`config.mk`:
```
export PLATFORM = sky130hd
export DESIGN_NAME = wake_event_enable_config
export DESIGN_NICKNAME = d
export VERILOG_FILES = /design/src/wake_pkg.sv /design/src/wake_sticky_bank.sv /design/src/wake_event_enable_config.sv
export SDC_FILE = /design/constraint.sdc
export NUM_CORES = 1
export LEC_CHECK = 0
export ABC_AREA = 1
export BUFFER_PORTS_ARGS = -buffer_cell sky130_fd_sc_hd__clkbuf_2
export CAP_MARGIN = 10
export CORE_ASPECT_RATIO = 1.4
export CORE_MARGIN = 2
export CORE_UTILIZATION = 35
export CTS_BUF_LIST = sky130_fd_sc_hd__clkbuf_2
export DETAILED_ROUTE_END_ITERATION = 8
export PLACE_DENSITY = 0.67
export SLEW_MARGIN = 25
export SYNTH_ARGS = -nofsm -noshare
export SYNTH_HDL_FRONTEND = slang
export SYNTH_SLANG_ARGS = --single-unit
```
`constraint.sdc`:
```
create_clock -name clk -period 4.17 [get_ports clk]
set_input_delay 0.417 -clock clk [delete_from_list [all_inputs] [get_ports clk]]
set_output_delay 0.417 -clock clk [all_outputs]
set_load 0.01 [all_outputs]
```
`src/wake_pkg.sv`:
```
// constants of the wake-up enable and configuration block
package wake_pkg;
  localparam logic [7:0] reg_status_low = 8'h00;
  localparam logic [7:0] reg_status_high = 8'h01;
  localparam logic [7:0] reg_enable_low = 8'h02;
  localparam logic [7:0] reg_enable_high = 8'h03;
  localparam logic [7:0] reg_configuration = 8'h04;
  localparam logic [7:0] reg_irq_status = 8'h08;
  localparam logic [7:0] reg_irq_mask = 8'h0C;
  localparam logic [7:0] byte_reset = 8'h00;
  localparam logic [7:0] cfg_write_mask = 8'h0F;
  localparam int cfg_bank_lsb = 0;
  localparam int cfg_swap_bit = 2;
  localparam int cfg_pulse_bit = 3;
  localparam int ev_ring_one = 0;
  localparam int ev_ring_two = 1;
  localparam int ev_keyboard = 2;
  localparam int ev_mouse = 3;
  localparam int ev_infrared = 4;
  localparam int ev_gpio = 5;
  localparam int ev_software = 6;
  localparam int ev_module_irq = 7;
  localparam int irq_request_bit = 0;
  localparam int irq_pulse_bit = 1;
  localparam logic [1:0] irq_reset = 2'h0;
  localparam real clock_mhz = 250.0;
  localparam real pulse_time_ns = 100.0;
  localparam int pulse_cycles = int'(pulse_time_ns * clock_mhz / 1000.0);
  localparam logic [7:0] pulse_count_load = 8'(pulse_cycles);
  typedef enum logic [1:0] {
    bank_keyboard_mouse, bank_infrared, bank_routing, bank_standby_gpio
  } bank_type;
  typedef enum {pulse_idle, pulse_high, pulse_done} pulse_state_type;
endpackage : wake_pkg

```
`src/wake_sticky_bank.sv`:
```
// sticky write-one-to-clear event flags
`timescale 1ns/1ns
module wake_sticky_bank
  import wake_pkg::*;
(
  input wire logic clk,
  input wire logic rst_n,
  input wire logic [7:0] detect,
  input wire logic clear_write,
  input wire logic [7:0] clear_data,
  output logic [7:0] flags
);
  genvar i;
  generate
    for (i = 0; i < 8; i++) begin : g_flag
      always_ff @(posedge clk) begin
        if (!rst_n) begin
          flags[i] <= 1'b0;
        end else if (detect[i]) begin
          flags[i] <= 1'b1; // set wins over clear
        end else if (clear_write && clear_data[i]) begin
          flags[i] <= 1'b0;
        end
      end
    end
  endgenerate
endmodule : wake_sticky_bank

```
`src/wake_event_enable_config.sv`:
```
// wake event enables, configuration and power-up request
//
// Notes on behaviour
// - reset clears enables and configuration
// - enabled detected events drive request low
// - low enables: irq,sw,gpio,ir,mouse,kbd,ri2,ri1
// - high enables serve event inputs seven..zero
// - config bits 1-0 pick visible bank
// - config bit 2 swaps keyboard/mouse inputs
// - config bit 3 enables S3 button pulse
// - flags sticky, write one clears
`timescale 1ns/1ns
module wake_event_enable_config
  import wake_pkg::*;
(
  input wire logic clk,
  input wire logic rst_n,
  input wire logic psel,
  input wire logic penable,
  input wire logic pwrite,
  input wire logic [31:0] paddr,
  input wire logic [31:0] pwdata,
  input wire logic [3:0] pstrb,
  output logic [31:0] prdata,
  output logic pready,
  output logic pslverr,
  input wire logic [7:0] source_event,
  input wire logic [7:0] general_purpose_event_input,
  input wire logic keyboard_clock_in,
  input wire logic keyboard_data_in,
  input wire logic mouse_clock_in,
  input wire logic mouse_data_in,
  input wire logic sleep_s3,
  output logic keyboard_clock_wake,
  output logic keyboard_data_wake,
  output logic mouse_clock_wake,
  output logic mouse_data_wake,
  output logic [1:0] bank_select,
  output logic power_button_pulse,
  output logic power_up_request_n,
  output logic irq
);
  // ****************************************
  // register state
  // ****************************************
  logic [7:0] wake_event_enable_low;
  logic [7:0] wake_event_enable_high;
  logic [7:0] wake_configuration;
  logic [7:0] status_low;
  logic [7:0] status_high;
  logic [1:0] irq_status;
  logic [1:0] irq_mask;
  logic [7:0] pulse_count;
  pulse_state_type pulse_state;
  logic request_prev;
  logic pulse_event;

  // register index sits in address bits 9:2; the byte lane bits must be
  // zero so that an unaligned address never aliases onto a register
  function automatic logic hit(input logic [31:0] a, input logic [7:0] r);
    logic index_ok;
    logic lane_ok;
    logic upper_ok;
    index_ok = (a[9:2] == r);
    lane_ok = (a[1:0] == 2'h0);
    upper_ok = (a[31:10] == 22'h0);
    hit = index_ok && lane_ok && upper_ok;
  endfunction : hit

  logic access;
  logic wr;
  logic rd;
  logic known;
  logic [7:0] next_rdata;
  assign access = psel && penable && pready;
  assign wr = access && pwrite && pstrb[0];
  assign rd = access && !pwrite;
  assign known = hit(paddr, reg_status_low) || hit(paddr, reg_status_high)
    || hit(paddr, reg_enable_low) || hit(paddr, reg_enable_high)
    || hit(paddr, reg_configuration) || hit(paddr, reg_irq_status)
    || hit(paddr, reg_irq_mask);

  // ****************************************
  // sticky event flags
  // ****************************************
  wake_sticky_bank u_status_low (
    .clk(clk),
    .rst_n(rst_n),
    .detect(source_event),
    .clear_write(wr && hit(paddr, reg_status_low)),
    .clear_data(pwdata[7:0]),
    .flags(status_low)
  );
  wake_sticky_bank u_status_high (
    .clk(clk),
    .rst_n(rst_n),
    .detect(general_purpose_event_input),
    .clear_write(wr && hit(paddr, reg_status_high)),
    .clear_data(pwdata[7:0]),
    .flags(status_high)
  );

  // ****************************************
  // apb slave
  // ****************************************
  // one wait state: pready rises in the second access cycle
  always_ff @(posedge clk) begin
    if (!rst_n) begin
      pready <= 1'b0;
    end else begin
      pready <= psel && penable && !pready;
    end
  end

  always_ff @(posedge clk) begin
    if (!rst_n) begin
      pslverr <= 1'b0;
    end else begin
      pslverr <= psel && penable && !pready && !known;
    end
  end

  always_comb begin
    next_rdata = byte_reset;
    if (hit(paddr, reg_status_low)) begin
      next_rdata = status_low;
    end else if (hit(paddr, reg_status_high)) begin
      next_rdata = status_high;
    end else if (hit(paddr, reg_enable_low)) begin
      next_rdata = wake_event_enable_low;
    end else if (hit(paddr, reg_enable_high)) begin
      next_rdata = wake_event_enable_high;
    end else if (hit(paddr, reg_configuration)) begin
      next_rdata = wake_configuration & cfg_write_mask;
    end else if (hit(paddr, reg_irq_status)) begin
      next_rdata = {6'h00, irq_status};
    end else if (hit(paddr, reg_irq_mask)) begin
      next_rdata = {6'h00, irq_mask};
    end
  end

  // data prepared a cycle early, valid with pready
  always_ff @(posedge clk) begin
    if (!rst_n) begin
      prdata <= 32'h00000000;
    end else if (psel && penable && !pready && !pwrite) begin
      prdata <= {24'h000000, next_rdata};
    end else begin
      prdata <= 32'h00000000;
    end
  end

  // ****************************************
  // enable and configuration registers
  // ****************************************
  always_ff @(posedge clk) begin
    if (!rst_n) begin
      wake_event_enable_low <= byte_reset;
    end else if (wr && hit(paddr, reg_enable_low)) begin
      wake_event_enable_low <= pwdata[7:0];
    end
  end

  always_ff @(posedge clk) begin
    if (!rst_n) begin
      wake_event_enable_high <= byte_reset;
    end else if (wr && hit(paddr, reg_enable_high)) begin
      wake_event_enable_high <= pwdata[7:0];
    end
  end

  always_ff @(posedge clk) begin
    if (!rst_n) begin
      wake_configuration <= byte_reset;
    end else if (wr && hit(paddr, reg_configuration)) begin
      wake_configuration <= pwdata[7:0] & cfg_write_mask;
    end
  end

  always_ff @(posedge clk) begin
    if (!rst_n) begin
      bank_select <= 2'(bank_keyboard_mouse);
    end else begin
      bank_select <= wake_configuration[cfg_bank_lsb +: 2];
    end
  end

  // ****************************************
  // keyboard and mouse input swap
  // ****************************************
  always_ff @(posedge clk) begin
    if (!rst_n) begin
      keyboard_clock_wake <= 1'b1;
      keyboard_data_wake <= 1'b1;
      mouse_clock_wake <= 1'b1;
      mouse_data_wake <= 1'b1;
    end else if (wake_configuration[cfg_swap_bit]) begin
      keyboard_clock_wake <= mouse_clock_in;
      keyboard_data_wake <= mouse_data_in;
      mouse_clock_wake <= keyboard_clock_in;
      mouse_data_wake <= keyboard_data_in;
    end else begin
      keyboard_clock_wake <= keyboard_clock_in;
      keyboard_data_wake <= keyboard_data_in;
      mouse_clock_wake <= mouse_clock_in;
      mouse_data_wake <= mouse_data_in;
    end
  end

  // ****************************************
  // power-up request
  // ****************************************
  logic request;
  assign request = |(status_low & wake_event_enable_low)
    || |(status_high & wake_event_enable_high);

  always_ff @(posedge clk) begin
    if (!rst_n) begin
      power_up_request_n <= 1'b1;
    end else begin
      power_up_request_n <= !request;
    end
  end

  // ****************************************
  // power button pulse in S3
  // ****************************************
  // fixed width pulse per rising request; a held request gives one pulse
  always_ff @(posedge clk) begin
    if (!rst_n) begin
      request_prev <= 1'b0;
    end else begin
      request_prev <= request;
    end
  end

  always_ff @(posedge clk) begin
    if (!rst_n) begin
      pulse_state <= pulse_idle;
      pulse_count <= byte_reset;
      power_button_pulse <= 1'b0;
    end else begin
      case (pulse_state)
        pulse_idle: begin
          if (request && !request_prev && sleep_s3
              && wake_configuration[cfg_pulse_bit]) begin
            pulse_state <= pulse_high;
            pulse_count <= pulse_count_load;
            power_button_pulse <= 1'b1;
          end
        end
        pulse_high: begin
          if (pulse_count == 8'h01) begin
            pulse_state <= pulse_done;
            power_button_pulse <= 1'b0;
          end else begin
            pulse_count <= pulse_count - 8'h01;
          end
        end
        pulse_done: begin
          pulse_state <= pulse_idle;
        end
        default: begin
          pulse_state <= pulse_idle;
          power_button_pulse <= 1'b0;
        end
      endcase
    end
  end
  assign pulse_event = (pulse_state == pulse_done);

  // ****************************************
  // interrupt status, cleared by read
  // ****************************************
  always_ff @(posedge clk) begin
    if (!rst_n) begin
      irq_status <= irq_reset;
    end else begin
      for (int b = 0; b < 2; b++) begin
        if ((b == irq_request_bit && request && !request_prev)
            || (b == irq_pulse_bit && pulse_event)) begin
          irq_status[b] <= 1'b1;
        end else if (rd && hit(paddr, reg_irq_status)) begin
          irq_status[b] <= 1'b0;
        end
      end
    end
  end

  always_ff @(posedge clk) begin
    if (!rst_n) begin
      irq_mask <= irq_reset;
    end else if (wr && hit(paddr, reg_irq_mask)) begin
      irq_mask <= pwdata[1:0];
    end
  end

  always_ff @(posedge clk) begin
    if (!rst_n) begin
      irq <= 1'b0;
    end else begin
      irq <= |(irq_status & irq_mask);
    end
  end
endmodule : wake_event_enable_config

```
==> results.tsv <==
stage	metric	value	unit
sta	rsz0062_at_grt	false	
placement	post-place-cells	700	
global_route	grt_start_max_net_pins	26	
finish	seqCellArea	0.00140	mm²
clock_tree	cts_max_level	3	
detailed_routing	vias	3391	
global_route	antenna_found_initial	0	
finish	area_growth	15.1	%
sta	setup_viol	0	
critical_path	slowest_delay	0.41	ns
detailed_routing	final_antenna_net_count	0	
die	fp.dieW	88.4	µm
synthesis	synth_area_leader_cell	dfxtp_1	
sta	slew_headroom	0.643	
finish	final_cell_mix	clkbuf_2, nand2_1, dfxtp_1	
sta	holdWs	0.102	ns
global_route	grtUsageTotal	0.169	
detailed_routing	top_layer	met4	
critical_path	r2r_slack	2.28	ns
sta	fin_crit_sh	0.475	
power_and_ir_drop	p_leak	0.00182	µW
finish	finalNonFillerCells	716	
synthesis	synth_top_area_frac	0.402	
critical_path	crit_path_frequent_cell	nand2_1	
finish	finish.utilization	0.410	
synthesis	synthCells	491	
finish	fin_nets	672	
status	status	complete, no violations	
detailed_routing	first_pass_iters	6	
global_route	grt_overflow	0	
sta	fmax	505	MHz
sta	worst_pin_slew	0.535	ns
placement	portBuffers	85	
critical_path	reg2reg_depth	7	
power_and_ir_drop	ir_worst_vdd	0.107	mV
worst_hold_path	worstHoldStart	general_purpose_event_input[7]	
power_and_ir_drop	comb_power_share	0.089	
critical_path	cp_cell_sequence	clkbuf_2 -> or2_1 -> nor2_1 -> nand2_1 -> nor2_4 -> nand3_2 -> inv_2 -> nand2_1 -> o21ai_0 -> a21oi_1	
finish	final_common_cell	clkbuf_2	
clock_tree	cts_resized	0	
sta	setup_tns	0	ns
clock_tree	cts_tree	yes	
detailed_routing	drcViolationCount	0	
synthesis	netlist_area	0.00349	mm²
global_route	grt_first_pass_wirelength	13900	µm
synthesis	syn_avg_cell_area	7.10	µm²
detailed_routing	routedWlPerCell	12.4	µm
global_route	grt_pass1_vias	2985	
clock_tree	clockBufferDepth	2	
sta	period_needed	1.98	ns
die	row_count	43	
critical_path	critical_path_class	input pin to flop	
synthesis	ys_ff_latch	70	
critical_path	r2r-end	wake_event_enable_low[4]	
synthesis	synthDistinctLibCells	35	
sta	timing_hold_violations_final	0	
finish	fillers	1068	
critical_path	critPathMaxFanout	20	
worst_hold_path	min_path_cells	3	
clock_tree	root_buffer	clkbuf_2	
clock_tree	cts.reportedPaths.clkPinSlew	0.18	ns
placement	gp_congestion	0.953	
detailed_routing	viasPerCell	4.74	
clock_tree	insertion_delay	0.52	ns
die	initial_utilization	0.356	
power_and_ir_drop	p_per_area	275	mW/mm²
finish	drive_gt1_frac	0.209	
power_and_ir_drop	power.internal	800	µW
critical_path	start_kind	input pin	
critical_path	cp-end-kind	flop	
detailed_routing	postRouteWirelength	8910	µm
power_and_ir_drop	seq_power_share	0.628	
clock_tree	postCtsSetupBuffers	0	
critical_path	timing.rr.start	pready	
die	dieArea	0.0108	mm²
sta	maxSlewViolCount	0	
clock_tree	cts-buffers-inserted	9	
power_and_ir_drop	p_clk_frac	0.283	
die	ioPinCount	137	
detailed_routing	wl_met3	602	µm
flow_run	cap_viol_max_count	0	
power_and_ir_drop	swShare	0.276	
synthesis	ys.warnings.count	0	
clock_tree	cts.sinks	70	
placement	place_hpwl	6890	µm
clock_tree	hold_buffers	0	
sta	finalWorstSetupSlack	2.19	ns
critical_path	critPathRequiredTime	4.57	ns
die	core	0.00979	mm²
sta	skew	0.0279	ns
detailed_routing	wl_met2	4140	µm
power_and_ir_drop	netSwitchingPower	305	µW
die	die_height	122	µm
worst_hold_path	hp-class	input pin to flop	
synthesis	synthTopCellsByArea	dfxtp_1, nand2_1, a21oi_1, inv_1, nor2_1	
critical_path	critPathArrivalTime	2.38	ns
detailed_routing	drt_iter0_drc	261	
worst_hold_path	hold_path_end	u_status_high.flags[7]	
placement	dp_slack	1.67	ns
finish	multi_input_area	0.00166	mm²
critical_path	slowest_stage	nor2_4	
detailed_routing	wl_met1	3840	µm
synthesis	ys_seq_area_frac	0.402	
-- Yosys cell counts (all sizes together) --
cell and count:
or2 1, nand4 18, xor2 3, nand3 29
o211ai 5, o21bai 2, buf 29, a211oi 2
nand3b 1, clkinv 1, clkbuf 6, xnor2 3
nor4 1, ha 2, nor3 6, inv 70
o21ai 48, conb 1, dfxtp 70, o31ai 2
a21oi 54, nor2 54, nand2 83
-- power groups by stage --
stage               logic, µW  registers (µW)  clock network (µW)
CTS                      98.6             694                 331
detailed placement       98.0             708                   0
finish                   98.4             695                 312
floorplan                64.1             705                   0
global route              112             697                 356
global placement         96.3             707                   0
-- flip-flops by register name, indices dropped and copies added, names as in the netlist, 2 cells and up --
name,cells
wake_configuration,4
pulse_count,8
u_status_high.flags,8
prdata,8
wake_event_enable_low,8
wake_event_enable_high,8
u_status_low.flags,8
irq_mask,2
bank_select,2
pulse_state,2
irq_status,2
-- worst max-delay path: cells and delay by family --
family | cells | cell delay, ns
and+or+nand+nor | 6 | 1.33
buffers and inverters | 2 | 0.30
AOI/OAI and AO/OA | 2 | 0.32
-- stage by stage --
step | area, µm² | total power, µW
after floorplan | 3570 | 769
after global placement | 3930 | 804
after detailed placement | 3930 | 806
after CTS | 4010 | 1120
after global routing | 4010 | 1170
final | 4020 | 1110
-- layout make-up --
| type | instances | area share |
|---|---|---|
| clock inverters | 4 | 0.00623 |
| well taps | 135 | 0.0421 |
| clock buffers | 11 | 0.0137 |
| repair buffers | 86 | 0.108 |
| flip-flops and latches | 70 | 0.349 |
| multi-input cells | 338 | 0.414 |
| inverters | 71 | 0.0670 |
| diodes | 1 | 0.000623 |
-- worst max path at each step --
stage	slack, ns	startpoint	endpoint
4_1_cts	2.28	paddr[11]	u_status_low.flags[3]
2_1_floorplan	2.51	paddr[11]	u_status_low.flags[3]
6_report	2.19	paddr[11]	u_status_low.flags[4]
5_1_grt	1.98	pready	wake_configuration[2]
3_3_place_gp	1.71	paddr[11]	u_status_low.flags[4]
3_5_place_dp	1.67	paddr[11]	u_status_low.flags[3]
-- routing by layer --
| layer | global-route usage | vias to the layer above |
|---|---|---|
| met5 | 0 | - |
| met4 | 0.0985 | 0 |
| met3 | 0.0332 | 22 |
| met2 | 0.275 | 147 |
| met1 | 0.203 | 1494 |
| li1 | - | 1728 |
-- cells by family after synthesis --
logic type,count (synthesis),share of synthesized area
fa+ha+maj,2,0.00718
other cells,1,0.00108
simple gates,193,0.258
buf+inv,106,0.147
xor+xnor,6,0.0151
flops,70,0.402
compound gates,113,0.170
(Power assumes the default switching activity.)
